==> src/core/snt_defs.svh <==
/*
  timing, code and layout constants of the single-edge nibble transmitter.
  assumes a 200 MHz system clock; included by bare name.
*/
`ifndef SNT_DEFS_SVH
`define SNT_DEFS_SVH

`define SNT_CLK_NS 5
`define SNT_TICK_NS 3000
`define SNT_INIT_US 1700
`define SNT_NS_PER_US 1000

`define SNT_LOW_TICKS 5
`define SNT_SYNC_TICKS 56
`define SNT_NIB_BASE_TICKS 12
`define SNT_FRAME_TICKS 282

`define SNT_WORD_W 12
`define SNT_FIFO_DEPTH 32
`define SNT_PERIODS 6
`define SNT_PAUSE_IDX 3'h6

`define SNT_CRC_SEED 4'h5
`define SNT_CRC_POLY 4'hd
`define SNT_ZERO_NIB 4'h0
`define SNT_STATUS_NIB 4'h0

`define SNT_CODE_INIT 12'h000
`define SNT_CODE_CLAMP_LO 12'h001
`define SNT_CODE_POS_MIN 12'h002
`define SNT_CODE_POS_MAX 12'hff7
`define SNT_CODE_CLAMP_HI 12'hff8
`define SNT_CODE_RSVD_LO 12'hff9
`define SNT_CODE_SIG_ERR 12'hffa
`define SNT_CODE_DEV_ERR 12'hffb

`endif

==> src/core/snt_pkg.sv <==
/*
  types shared by the transmitter and its testbench.
  assumes snt_defs.svh is on the include path.
*/
package snt_pkg;
  typedef enum {ST_WAIT, ST_LOAD, ST_SEND} snt_state_e;
  typedef logic [11:0] snt_word_t;
  typedef logic [3:0] snt_nib_t;
endpackage

==> src/core/snt_stream_if.sv <==
/*
  valid/ready word stream between the transmitter and its buffer.
  assumes both ends run on the same clock.
*/
`timescale 1ns/10ps
interface snt_stream_if #(
  parameter int unsigned WIDTH = 12
);
  logic valid;
  logic ready;
  logic [WIDTH-1:0] data;
  modport src (output valid, output data, input ready);
  modport snk (input valid, input data, output ready);
endinterface

==> src/core/snt_fifo.sv <==
/*
  synchronous fifo of WIDTH x DEPTH words with valid/ready on both sides.
  assumes one clock, synchronous active-low reset, DEPTH a power of two.
*/
`timescale 1ns/10ps
module snt_fifo #(
  parameter int unsigned WIDTH = 12,
  parameter int unsigned DEPTH = 32
)(
  input wire logic clk,
  input wire logic resetn,
  snt_stream_if.snk wr,
  snt_stream_if.src rd
);
  localparam int unsigned AW = $clog2(DEPTH);

  logic [WIDTH-1:0] mem [DEPTH];
  logic [AW-1:0] wrPtr_ff;
  logic [AW-1:0] rdPtr_ff;
  logic [AW:0] count_ff;
  logic full_ff;
  logic doPush;
  logic doPop;

  assign doPush = wr.valid && !full_ff;
  assign doPop = rd.ready && (count_ff != '0);
  assign wr.ready = !full_ff;
  assign rd.valid = (count_ff != '0);
  assign rd.data = mem[rdPtr_ff];

  // storage
  always_ff @(posedge clk) begin
    if (doPush) begin
      mem[wrPtr_ff] <= wr.data;
    end
  end

  // pointers and fill level
  always_ff @(posedge clk) begin
    if (!resetn) begin
      wrPtr_ff <= '0;
      rdPtr_ff <= '0;
      count_ff <= '0;
      full_ff <= 1'b0;
    end else begin
      if (doPush) begin
        wrPtr_ff <= wrPtr_ff + 1'b1;
      end
      if (doPop) begin
        rdPtr_ff <= rdPtr_ff + 1'b1;
      end
      if (doPush && !doPop) begin
        count_ff <= count_ff + 1'b1;
        full_ff <= (count_ff == (AW+1)'(DEPTH - 1));
      end else if (doPop && !doPush) begin
        count_ff <= count_ff - 1'b1;
        full_ff <= 1'b0;
      end
    end
  end
endmodule

==> src/core/snt_tx.sv <==
/*
  single-edge nibble telegram transmitter of a position sensor: maps the
  output value and fault flags to a 12-bit code, buffers it and sends it
  as sync, status, three data, crc and pause periods on one output pin.
  assumes all inputs come from logic on clk and the pin has a pull-up.
*/
`timescale 1ns/10ps
`include "snt_defs.svh"
module snt_tx
  import snt_pkg::*;
#(
  parameter int unsigned TICK_CYC = `SNT_TICK_NS / `SNT_CLK_NS,
  parameter int unsigned INIT_CYC = `SNT_INIT_US * `SNT_NS_PER_US / `SNT_CLK_NS,
  parameter int unsigned FIFO_DEPTH = `SNT_FIFO_DEPTH
)(
  input wire logic clk,
  input wire logic resetn,
  input wire logic [11:0] outValue,
  input wire logic sampleValid,
  input wire logic deviceFault,
  input wire logic signalFault,
  input wire logic aboveRange,
  input wire logic belowRange,
  input wire logic formatSent,
  output logic sampleReady,
  output logic sentOut,
  output logic sentBusy,
  output logic initDone
);
  localparam int unsigned LOW_CYC = `SNT_LOW_TICKS * TICK_CYC;

  snt_stream_if #(.WIDTH(`SNT_WORD_W)) inStream ();
  snt_stream_if #(.WIDTH(`SNT_WORD_W)) outStream ();

  snt_state_e state_ff;
  logic [15:0] presc_ff;
  logic [7:0] perCnt_ff;
  logic [8:0] frameCnt_ff;
  logic [2:0] perIdx_ff;
  snt_nib_t nib_ff [5];
  snt_word_t lastWord_ff;
  logic [31:0] initCnt_ff;
  logic initDone_ff;
  logic sentOut_ff;
  logic sentBusy_ff;
  logic sampleReady_ff;
  logic tickHit;
  logic periodEnd;
  logic [7:0] perLen;
  snt_word_t loadWord;
  snt_word_t pushCode;

  // one crc step: multiply by x^4 modulo the generator, then add nibble
  function automatic snt_nib_t crcStep(input snt_nib_t crc, input snt_nib_t nib);
    snt_nib_t c;
    c = crc;
    for (int i = 0; i < 4; i++) begin
      c = c[3] ? ({c[2:0], 1'b0} ^ `SNT_CRC_POLY) : {c[2:0], 1'b0};
    end
    return c ^ nib;
  endfunction

  // crc of a 12-bit data word with the trailing zero nibble
  function automatic snt_nib_t crcWord(input snt_word_t w);
    snt_nib_t c;
    c = `SNT_CRC_SEED;
    c = crcStep(c, w[11:8]);
    c = crcStep(c, w[7:4]);
    c = crcStep(c, w[3:0]);
    c = crcStep(c, `SNT_ZERO_NIB);
    return c;
  endfunction

  // code selection with fault priority
  function automatic snt_word_t mapCode(input logic ready, input logic dev,
                                        input logic sig, input logic hi,
                                        input logic lo, input snt_word_t v);
    if (!ready) begin
      return `SNT_CODE_INIT;
    end else if (dev) begin
      return `SNT_CODE_DEV_ERR;
    end else if (sig) begin
      return `SNT_CODE_SIG_ERR;
    end else if (hi || v > `SNT_CODE_POS_MAX) begin
      return `SNT_CODE_CLAMP_HI;
    end else if (lo || v < `SNT_CODE_POS_MIN) begin
      return `SNT_CODE_CLAMP_LO;
    end
    return v;
  endfunction

  assign pushCode = mapCode(initDone_ff, deviceFault, signalFault, aboveRange,
                            belowRange, outValue);
  assign inStream.valid = sampleValid;
  assign inStream.data = pushCode;
  assign outStream.ready = (state_ff == ST_LOAD);
  assign loadWord = outStream.valid ? outStream.data : lastWord_ff;

  snt_fifo #(.WIDTH(`SNT_WORD_W), .DEPTH(FIFO_DEPTH)) sampleBuf (
    .clk(clk),
    .resetn(resetn),
    .wr(inStream),
    .rd(outStream)
  );

  assign tickHit = (presc_ff == 16'(TICK_CYC - 1));

  always_comb begin
    if (perIdx_ff == 3'h0) begin
      perLen = 8'(`SNT_SYNC_TICKS);
    end else if (perIdx_ff < `SNT_PAUSE_IDX) begin
      perLen = 8'(`SNT_NIB_BASE_TICKS) + {4'h0, nib_ff[perIdx_ff - 3'h1]};
    end else begin
      perLen = '0;
    end
  end

  always_comb begin
    if (perIdx_ff == `SNT_PAUSE_IDX) begin
      periodEnd = tickHit && (frameCnt_ff == 9'(`SNT_FRAME_TICKS - 1));
    end else begin
      periodEnd = tickHit && (perCnt_ff == perLen - 8'h1);
    end
  end

  // power-up initialisation timer
  always_ff @(posedge clk) begin
    if (!resetn) begin
      initCnt_ff <= '0;
      initDone_ff <= 1'b0;
    end else if (!initDone_ff) begin
      initCnt_ff <= initCnt_ff + 32'h1;
      initDone_ff <= (initCnt_ff == INIT_CYC - 1);
    end
  end

  // telegram sequencer
  always_ff @(posedge clk) begin
    if (!resetn) begin
      state_ff <= ST_WAIT;
    end else begin
      case (state_ff)
        ST_WAIT: begin
          if (initDone_ff && formatSent) begin
            state_ff <= ST_LOAD;
          end
        end
        ST_LOAD: begin
          state_ff <= ST_SEND;
        end
        ST_SEND: begin
          if (periodEnd && perIdx_ff == `SNT_PAUSE_IDX) begin
            state_ff <= formatSent ? ST_LOAD : ST_WAIT;
          end
        end
        default: begin
          state_ff <= ST_WAIT;
        end
      endcase
    end
  end

  // tick prescaler and period counters
  always_ff @(posedge clk) begin
    if (!resetn) begin
      presc_ff <= '0;
      perCnt_ff <= '0;
      frameCnt_ff <= '0;
      perIdx_ff <= '0;
    end else if (state_ff != ST_SEND) begin
      presc_ff <= '0;
      perCnt_ff <= '0;
      frameCnt_ff <= '0;
      perIdx_ff <= '0;
    end else begin
      presc_ff <= tickHit ? 16'h0 : presc_ff + 16'h1;
      if (tickHit) begin
        frameCnt_ff <= frameCnt_ff + 9'h1;
        if (periodEnd) begin
          perCnt_ff <= '0;
          perIdx_ff <= perIdx_ff + 3'h1;
        end else begin
          perCnt_ff <= perCnt_ff + 8'h1;
        end
      end
    end
  end

  // nibble contents latched once per telegram
  always_ff @(posedge clk) begin
    if (!resetn) begin
      lastWord_ff <= `SNT_CODE_INIT;
      for (int i = 0; i < 5; i++) begin
        nib_ff[i] <= '0;
      end
    end else if (state_ff == ST_LOAD) begin
      lastWord_ff <= loadWord;
      nib_ff[0] <= `SNT_STATUS_NIB;
      nib_ff[1] <= loadWord[11:8];
      nib_ff[2] <= loadWord[7:4];
      nib_ff[3] <= loadWord[3:0];
      nib_ff[4] <= crcWord(loadWord);
    end
  end

  // output pin: low pulse opens every period, then high
  always_ff @(posedge clk) begin
    if (!resetn) begin
      sentOut_ff <= 1'b1;
    end else if (state_ff == ST_LOAD) begin
      sentOut_ff <= 1'b0;
    end else if (state_ff == ST_SEND && tickHit) begin
      if (periodEnd) begin
        sentOut_ff <= (perIdx_ff == `SNT_PAUSE_IDX);
      end else begin
        sentOut_ff <= (perCnt_ff + 8'h1 >= 8'(`SNT_LOW_TICKS));
      end
    end else if (state_ff == ST_WAIT) begin
      sentOut_ff <= 1'b1;
    end
  end

  // status outputs
  always_ff @(posedge clk) begin
    if (!resetn) begin
      sentBusy_ff <= 1'b0;
      sampleReady_ff <= 1'b0;
    end else begin
      sentBusy_ff <= (state_ff != ST_WAIT);
      sampleReady_ff <= inStream.ready;
    end
  end

  assign sentOut = sentOut_ff;
  assign sentBusy = sentBusy_ff;
  assign initDone = initDone_ff;
  assign sampleReady = sampleReady_ff;

  // checking
  logic [15:0] lowRun_ff;
  always_ff @(posedge clk) begin
    if (!resetn) begin
      lowRun_ff <= '0;
    end else begin
      lowRun_ff <= sentOut_ff ? 16'h0 : lowRun_ff + 16'h1;
    end
  end
endmodule

==> config.mk <==
export PLATFORM = sky130hd
export DESIGN_NAME = snt_tx
export DESIGN_NICKNAME = d
export VERILOG_FILES = /design/src/core/snt_pkg.sv /design/src/core/snt_stream_if.sv /design/src/core/snt_fifo.sv /design/src/core/snt_tx.sv
export VERILOG_INCLUDE_DIRS = /design/src /design/src/core
export SDC_FILE = /design/constraint.sdc
export NUM_CORES = 1
export LEC_CHECK = 0
export ABC_AREA = 1
export BUFFER_PORTS_ARGS = -buffer_cell sky130_fd_sc_hd__buf_2
export CAP_MARGIN = 20
export CORE_UTILIZATION = 57
export DETAILED_ROUTE_END_ITERATION = 8
export PLACE_DENSITY = 0.73
export SYNTH_ARGS = -nofsm -noshare
export SYNTH_HDL_FRONTEND = slang
export SYNTH_SLANG_ARGS = --single-unit
==> constraint.sdc <==
create_clock -name clk -period 4.43 [get_ports clk]
set_input_delay 0.2215 -clock clk [delete_from_list [all_inputs] [get_ports clk]]
set_output_delay 0.2215 -clock clk [all_outputs]
set_load 0.01 [all_outputs]
==> impl_metrics.tcl, run 1 <==
set metrics [dict create \
    cts-hold-fix-buffers 1 \
    worstSetupEndpointType "register" \
    track_usage_pct 26.0 \
    finalSetupTns_ns 0 \
    numCtsBuffers 52 \
    peakVddDrop_mv 0.351 \
    async_flop_share_pct 0 \
    p_leak_nw 9.07 \
    io_buffers 23 \
    wirelength_um 49900 \
    cts.path.max_buffers 3 \
    relSlewSlack_pct 27.9 \
    dieWidth_um 198 \
    firstDrtPassIters 5 \
    fin_cells 2717 \
    max_freq_ghz 0.254 \
    synth-edff-count 400 \
    final_nets 2207 \
    vias_per_cell 5.76 \
    cp_common_cell "nand2_1" \
    hp-class "input port to register" \
    grt_pass1_wl_um 78600 \
    slew_viol_final 0 \
    synthTopCellsByArea "edfxtp_1 (55%), dfxtp_1 (9.9%), nand2_1 (8.3%)" \
    cts-root-buf "clkbuf_16" \
    cts_resized 0 \
    synth_nets 2168 \
    worstPathCellList "inv_1, ha_1, inv_1, o21ai_0, o211ai_1, o21ai_0, ha_1, nor2_1, nor2_1, xor2_1, nand2_1, nand2_1, nand3_1, nor4_1, nand4_1, nand2_1, nand2_1, inv_1, nor2_1, o21ai_0, nand3_1" \
    finalSetupViolations 0 \
    die-area_um2 39200 \
    dpl.hpwl_um 30200 \
    power_density_nw_per_um2 443 \
    initial_utilization_pct 58.0 \
    max_stage_delay_ns 0.42 \
    final_layout_size_suffix_gt1_share_pct 9.79 \
    diodes 0 \
    htreeDepth 2 \
    cpMaxStageDelayCell "ha_1" \
    crit_type "register to register" \
    gp_congestion 0.856 \
    avgRoutedWirePerCell_um 18.4 \
    fill_cells 2906 \
    worstPathRequired_ns 4.86 \
    period_share_pct 88.9 \
    die_h_um 198 \
    ios 24 \
    synth_top_area_share_pct 54.8 \
    path_buf_inv 3 \
    worstMarginPinSlew_ns 1.08 \
    clk_pin_slew_ns 0.06 \
    maxCapViolCount 0 \
    yosys.area.top_type "edfxtp_1" \
    synth_cell_type_count 47 \
    synth_flop_cell "edfxtp_1" \
    grt_max_degree 104 \
    clock-sinks 508 \
    worst_clock_skew_ns 0.0180 \
    outcome "completed" \
    place_inst 2611 \
    insertion_delay_ns 0.59 \
    drt_first_iter_violations 1393 \
    coreArea_um2 37800 \
    period_minus_slack_ns 3.94 \
    rows 71 \
    overflow 0 \
    syn_to_final_growth_pct 11.6 \
    first_global_vias 15067 \
    hold_viol_final 0 \
    drc_errors 0 \
    syn_inst 2125 \
    cts_setup_buffers 0 \
    syn_avg_cell_area_um2 10.3 \
    ant_nets 0 \
    antenna_found_initial 0 \
    start_kind "register" \
    synth_seq_cells 508 \
    worstPathArrival_ns 4.37 \
    synth_area_um2 21900 \
    rsz0062_at_grt "no" \
    seq_area_frac_synth_pct 64.7 \
    cts_tree "built" \
    power_mw 10.8 \
    vias 15637 \
    cp_max_fo 12 \
    path_delay_family "simple AND/OR/NAND/NOR gates" \
    yosysWarnings 0 \
]
[registers in the layout (all words and copies together), names as in the netlist, named ones only]
| register | cells |
|---|---|
| state_ff | 2 |
| sampleReady | 1 |
| presc_ff | 16 |
| sampleBuf.rdPtr_ff | 5 |
| initDone | 1 |
| sentOut | 1 |
| sentBusy | 1 |
| sampleBuf.mem | 384 |
| sampleBuf.full_ff | 1 |
| sampleBuf.wrPtr_ff | 5 |
| perIdx_ff | 3 |
| sampleBuf.count_ff | 6 |
| lastWord_ff | 12 |
| perCnt_ff | 8 |
| initCnt_ff | 32 |
| nib_ff | 16 |
| frameCnt_ff | 9 |
[path summary, 6_finish.rpt]
kind / to / depth (start not counted) / slack (ns) / startpoint
worst min register to register: sampleReady / 1 / 0.45 / sampleBuf.full_ff
worst max register to register: sentOut / 21 / 0.49 / perIdx_ff[0]
worst max-delay path: sentOut / 21 / 0.49 / perIdx_ff[0]
worst min-delay path: sampleBuf.wrPtr_ff[0] / 5 / 0.13 / sampleValid
[worst register-to-register path: cells and delay by family (launching register included)]
family / cells / cell delay, ns
AND/OR/NAND/NOR: 11 / 1.20
AO/OA/AOI/OAI: 4 / 0.56
adder cells (fa/ha/maj): 2 / 0.73
buffers and inverters: 3 / 0.57
flip-flops: 1 / 0.41
XOR/XNOR: 1 / 0.31
[layout make-up]
cell class | count | area, um^2 | share of cell area (%)
flip-flops and latches | 508 | 14200 | 58.0
multi-input cells | 1370 | 6630 | 27.1
clock buffers | 63 | 1360 | 5.57
repair buffers | 83 | 698 | 2.85
well taps | 511 | 639 | 2.61
inverters | 149 | 564 | 2.31
clock inverters | 33 | 388 | 1.59
[logic make-up (layout without fill, tap and decap cells)]
| logic type | after synthesis | count (layout) | synth area share [%] |
|---|---|---|---|
| AO/OA/AOI/OAI | 270 | 270 | 6.89 |
| XOR/XNOR | 26 | 26 | 1.04 |
| adder cells (fa/ha/maj) | 23 | 23 | 1.35 |
| flip-flops | 508 | 508 | 64.7 |
| AND/OR/NAND/NOR | 1051 | 1051 | 20.7 |
| buffers and inverters | 247 | 328 | 5.37 |
[layout by cell type (no fill, tap or decap), types with 4 or more instances in the layout]
cell / instances
nand2_1: 482
edfxtp_1: 400
nand3_1: 293
nor2_1: 184
inv_1: 134
dfxtp_1: 105
o21ai_0: 85
a21oi_1: 61
clkbuf_16: 53
buf_4: 43
o21ai_1: 40
o22ai_1: 36
nor3_1: 29
buf_2: 23
ha_1: 22
xor2_1: 20
nand4_1: 15
nor4_1: 13
inv_2: 13
o21ai_2: 12
clkinv_2: 12
clkinv_1: 10
clkbuf_1: 10
bufinv_16: 9
a31o_2: 8
buf_6: 8
buf_12: 8
o211ai_1: 6
nor3_2: 6
nor3b_1: 6
o21a_1: 6
nand2_2: 6
xnor2_1: 6
nor2_2: 5
and3_1: 5
a31oi_1: 4
o221ai_1: 4
[per-stage QoR]
step	hold WS, ns	area [um^2]	setup slack (ns)	utilization [%]
6_report	0.132	24500	0.494	64.8
5_1_grt	0.230	24500	0.0688	64.8
4_1_cts	0.126	24400	0.537	64.6
3_5_place_dp	0.443	22600	0.643	59.9
3_3_place_gp	0.426	22500	0.726	59.7
2_1_floorplan	0.414	21900	1.27	-
[report_power, final]
part / leakage [nW] / internal, mW / total (mW) / switching, mW
combinational: 3.55 / 0.383 / 1.17 / 0.788
clock: 0.858 / 2.71 / 4.47 / 1.77
sequential: 4.67 / 5.14 / 5.19 / 0.0489
total: 9.07 / 8.23 / 10.8 / 2.60
[cells in the mapped netlist, types with 4 or more instances]
cell type and number:
inv_1 134, and3_1 5, nand4_1 15, nor2_1 185, a21oi_1 61, o22ai_1 36
a31oi_1 4, dfxtp_1 108, ha_1 22, o21ai_1 40, buf_2 28, o221ai_1 4
nor2_2 4, xor2_1 20, nor3b_1 6, nor4_1 13, buf_4 21, inv_2 14
o211ai_1 6, a31o_2 8, nand3_1 293, clkbuf_1 30, buf_6 18, nand2_1 482
nand2_2 6, xnor2_1 6, o21a_1 6, nor3_1 33, o21ai_0 96, edfxtp_1 400
[per-layer routing]
metal | vias up | share of wire (%) | global-route usage, %
met5 | - | 0 | 0
met4 | 0 | 3.4 | 10.9
met3 | 116 | 7.5 | 3.65
met2 | 604 | 48 | 43.1
met1 | 7452 | 41 | 34.4
li1 | 7465 | - | -
No activity file was read; power rests on OpenSTA's default activity.
==> run 2, diff against run 1 <==
--- a/config.mk
+++ b/config.mk
@@ -11,6 +11,7 @@
 export CAP_MARGIN = 20
 export CORE_UTILIZATION = 57
 export DETAILED_ROUTE_END_ITERATION = 8
+export GPL_TIMING_DRIVEN = 0
 export PLACE_DENSITY = 0.73
 export SYNTH_ARGS = -nofsm -noshare
 export SYNTH_HDL_FRONTEND = slang
==> impl_metrics.tcl, run 2 (same netlist as run 1, synthesis figures left out) <==
set metrics [dict create \
    worstPathArrival_ns 4.28 \
    grt_pass1_wl_um 89700 \
    relSlewSlack_pct 32.7 \
    final_cell_mix "nand2_1 (482), edfxtp_1 (400), nand3_1 (293)" \
    cts_resized 0 \
    cp_common_cell "nand2_1" \
    largest_register_ffs 384 \
    final_layout_size_suffix_gt1_share_pct 12.4 \
    max_freq_ghz 0.264 \
    vias_per_cell 5.94 \
    gp_congestion 0.895 \
    die_h_um 198 \
    die-area_um2 39200 \
    period_minus_slack_ns 3.78 \
    drc_errors 0 \
    start_kind "register" \
    post-place-ws_ns 0.683 \
    worstPathRequired_ns 4.93 \
    cts.path.max_buffers 3 \
    ant_nets 0 \
    cp_max_fo 11 \
    fill_cells 2847 \
    rsz0062_at_grt "no" \
    syn_to_final_growth_pct 13.8 \
    peakVddDrop_mv 0.264 \
    overflow 0 \
    numCtsBuffers 51 \
    hp-class "input port to register" \
    switchingPower_mw 2.69 \
    insertion_delay_ns 0.60 \
    initial_utilization_pct 58.0 \
    dieWidth_um 198 \
    drt_first_iter_violations 2009 \
    worst_slack_ns 0.646 \
    swShare_pct 25.6 \
    pwr-share-comb_pct 12.4 \
    hold_viol_final 0 \
    rows 71 \
    diodes 0 \
    ios 24 \
    final_common_cell "nand2_1" \
    period_share_pct 85.4 \
    internal_power_mw 7.81 \
    outcome "completed" \
    track_usage_pct 30.9 \
    avgRoutedWirePerCell_um 21.5 \
    max_stage_delay_ns 0.43 \
    coreArea_um2 37800 \
    finalSetupViolations 0 \
    worstPathCellList "inv_1, buf_2, ha_1, inv_1, o21ai_0, o211ai_1, o21ai_0, ha_1, nor2_1, nor2_1, xor2_1, nand2_1, nand2_1, nand3_1, nor4_1, nand4_1, nand2_1, nand2_1, o21ai_0, nand2_1, nor3_1" \
    final_cell_area_um2 24900 \
    worstSetupEndpointType "register" \
    worstMarginPinSlew_ns 1.01 \
    dpl.hpwl_um 40400 \
    cts_setup_buffers 0 \
    crit_type "register to register" \
    maxCapViolCount 0 \
    vias 16558 \
    io_buffers 23 \
    final_core_util_pct 66.1 \
    p_leak_nw 9.24 \
    worst_clock_skew_ns 0.0249 \
    holdWs_ns 0.0502 \
    reg2reg_slack_ns 0.65 \
    power_mw 10.5 \
    place_area_um2 23400 \
    firstDrtPassIters 5 \
    place_inst 2700 \
    grt_max_degree 33 \
    clock-sinks 508 \
    cts-root-buf "clkbuf_16" \
    seqPwrFrac_pct 49.2 \
    cts_tree "built" \
    power_density_nw_per_um2 421 \
    clk_pin_slew_ns 0.06 \
    reg_top3 "sampleBuf.mem x384, initCnt_ff x32" \
    finalSetupTns_ns 0 \
    wirelength_um 60000 \
    cts-hold-fix-buffers 1 \
    regMostFlops "sampleBuf.mem" \
    cpMaxStageDelayCell "dfxtp_1" \
    final_nets 2287 \
    antenna_found_initial 0 \
    fin_cells 2789 \
    htreeDepth 2 \
    first_global_vias 15772 \
    p_clk_share_pct 38.4 \
    slew_viol_final 0 \
]
==> run 2: cell types whose count changed in the layout (fill, tap and decap cells not counted), sizes merged <==
cell      change
buf          +51
bufinv        -7
clkbuf       +32
clkinv        -6
clkinvlp      +1
inv           +1
==> run 2: cell type report <==
cell class | count | area, um^2 | share of cell area, %
Inverter | 149 | 559 | 2.24
Clock buffer | 65 | 1350 | 5.41
Tap cell | 511 | 639 | 2.56
Clock inverter | 22 | 165 | 0.662
Sequential cell | 508 | 14200 | 56.8
Buffer | 98 | 617 | 2.47
Multi-Input combinational cell | 1370 | 6700 | 26.9
Timing Repair Buffer | 66 | 739 | 2.96
==> run 2: critical path, delay by kind of cell, from the launching register on <==
family	cells	cell delay, ns
adders and majority gates	2	0.69
and+or+nand+nor	11	1.13
DFF	1	0.43
AOI/OAI and AO/OA	4	0.76
xor gates and xnor gates	1	0.28
buffers and inverters	3	0.41
==> run 2: path summary, 6_finish.rpt <==
check / from / end / cells past startpoint
setup / recovery: perIdx_ff[0] / state_ff[0] / 21
hold / removal: outValue[2] / sampleBuf.mem[19][2] / 3
setup reg to reg: perIdx_ff[0] / state_ff[0] / 21
hold reg to reg: presc_ff[0] / presc_ff[0] / 1
==> run 2: power by group through the flow <==
stage | combinational, mW | clock, mW | sequential (mW)
floorplan | 0.920 | 0 | 5.26
CTS | 1.27 | 4.05 | 5.17
global placement | 1.22 | 0 | 5.27
finish | 1.30 | 4.04 | 5.17
global route | 1.43 | 4.22 | 5.17
detailed placement | 1.26 | 0 | 5.27
==> run 2: layer usage <==
layer	share of wire, %	up-vias	track usage, %
met4	5.8	0	16.7
met3	9.4	206	5.57
li1	-	7624	-
met1	39	7899	39.7
met2	46	829	50.0
met5	0	-	0
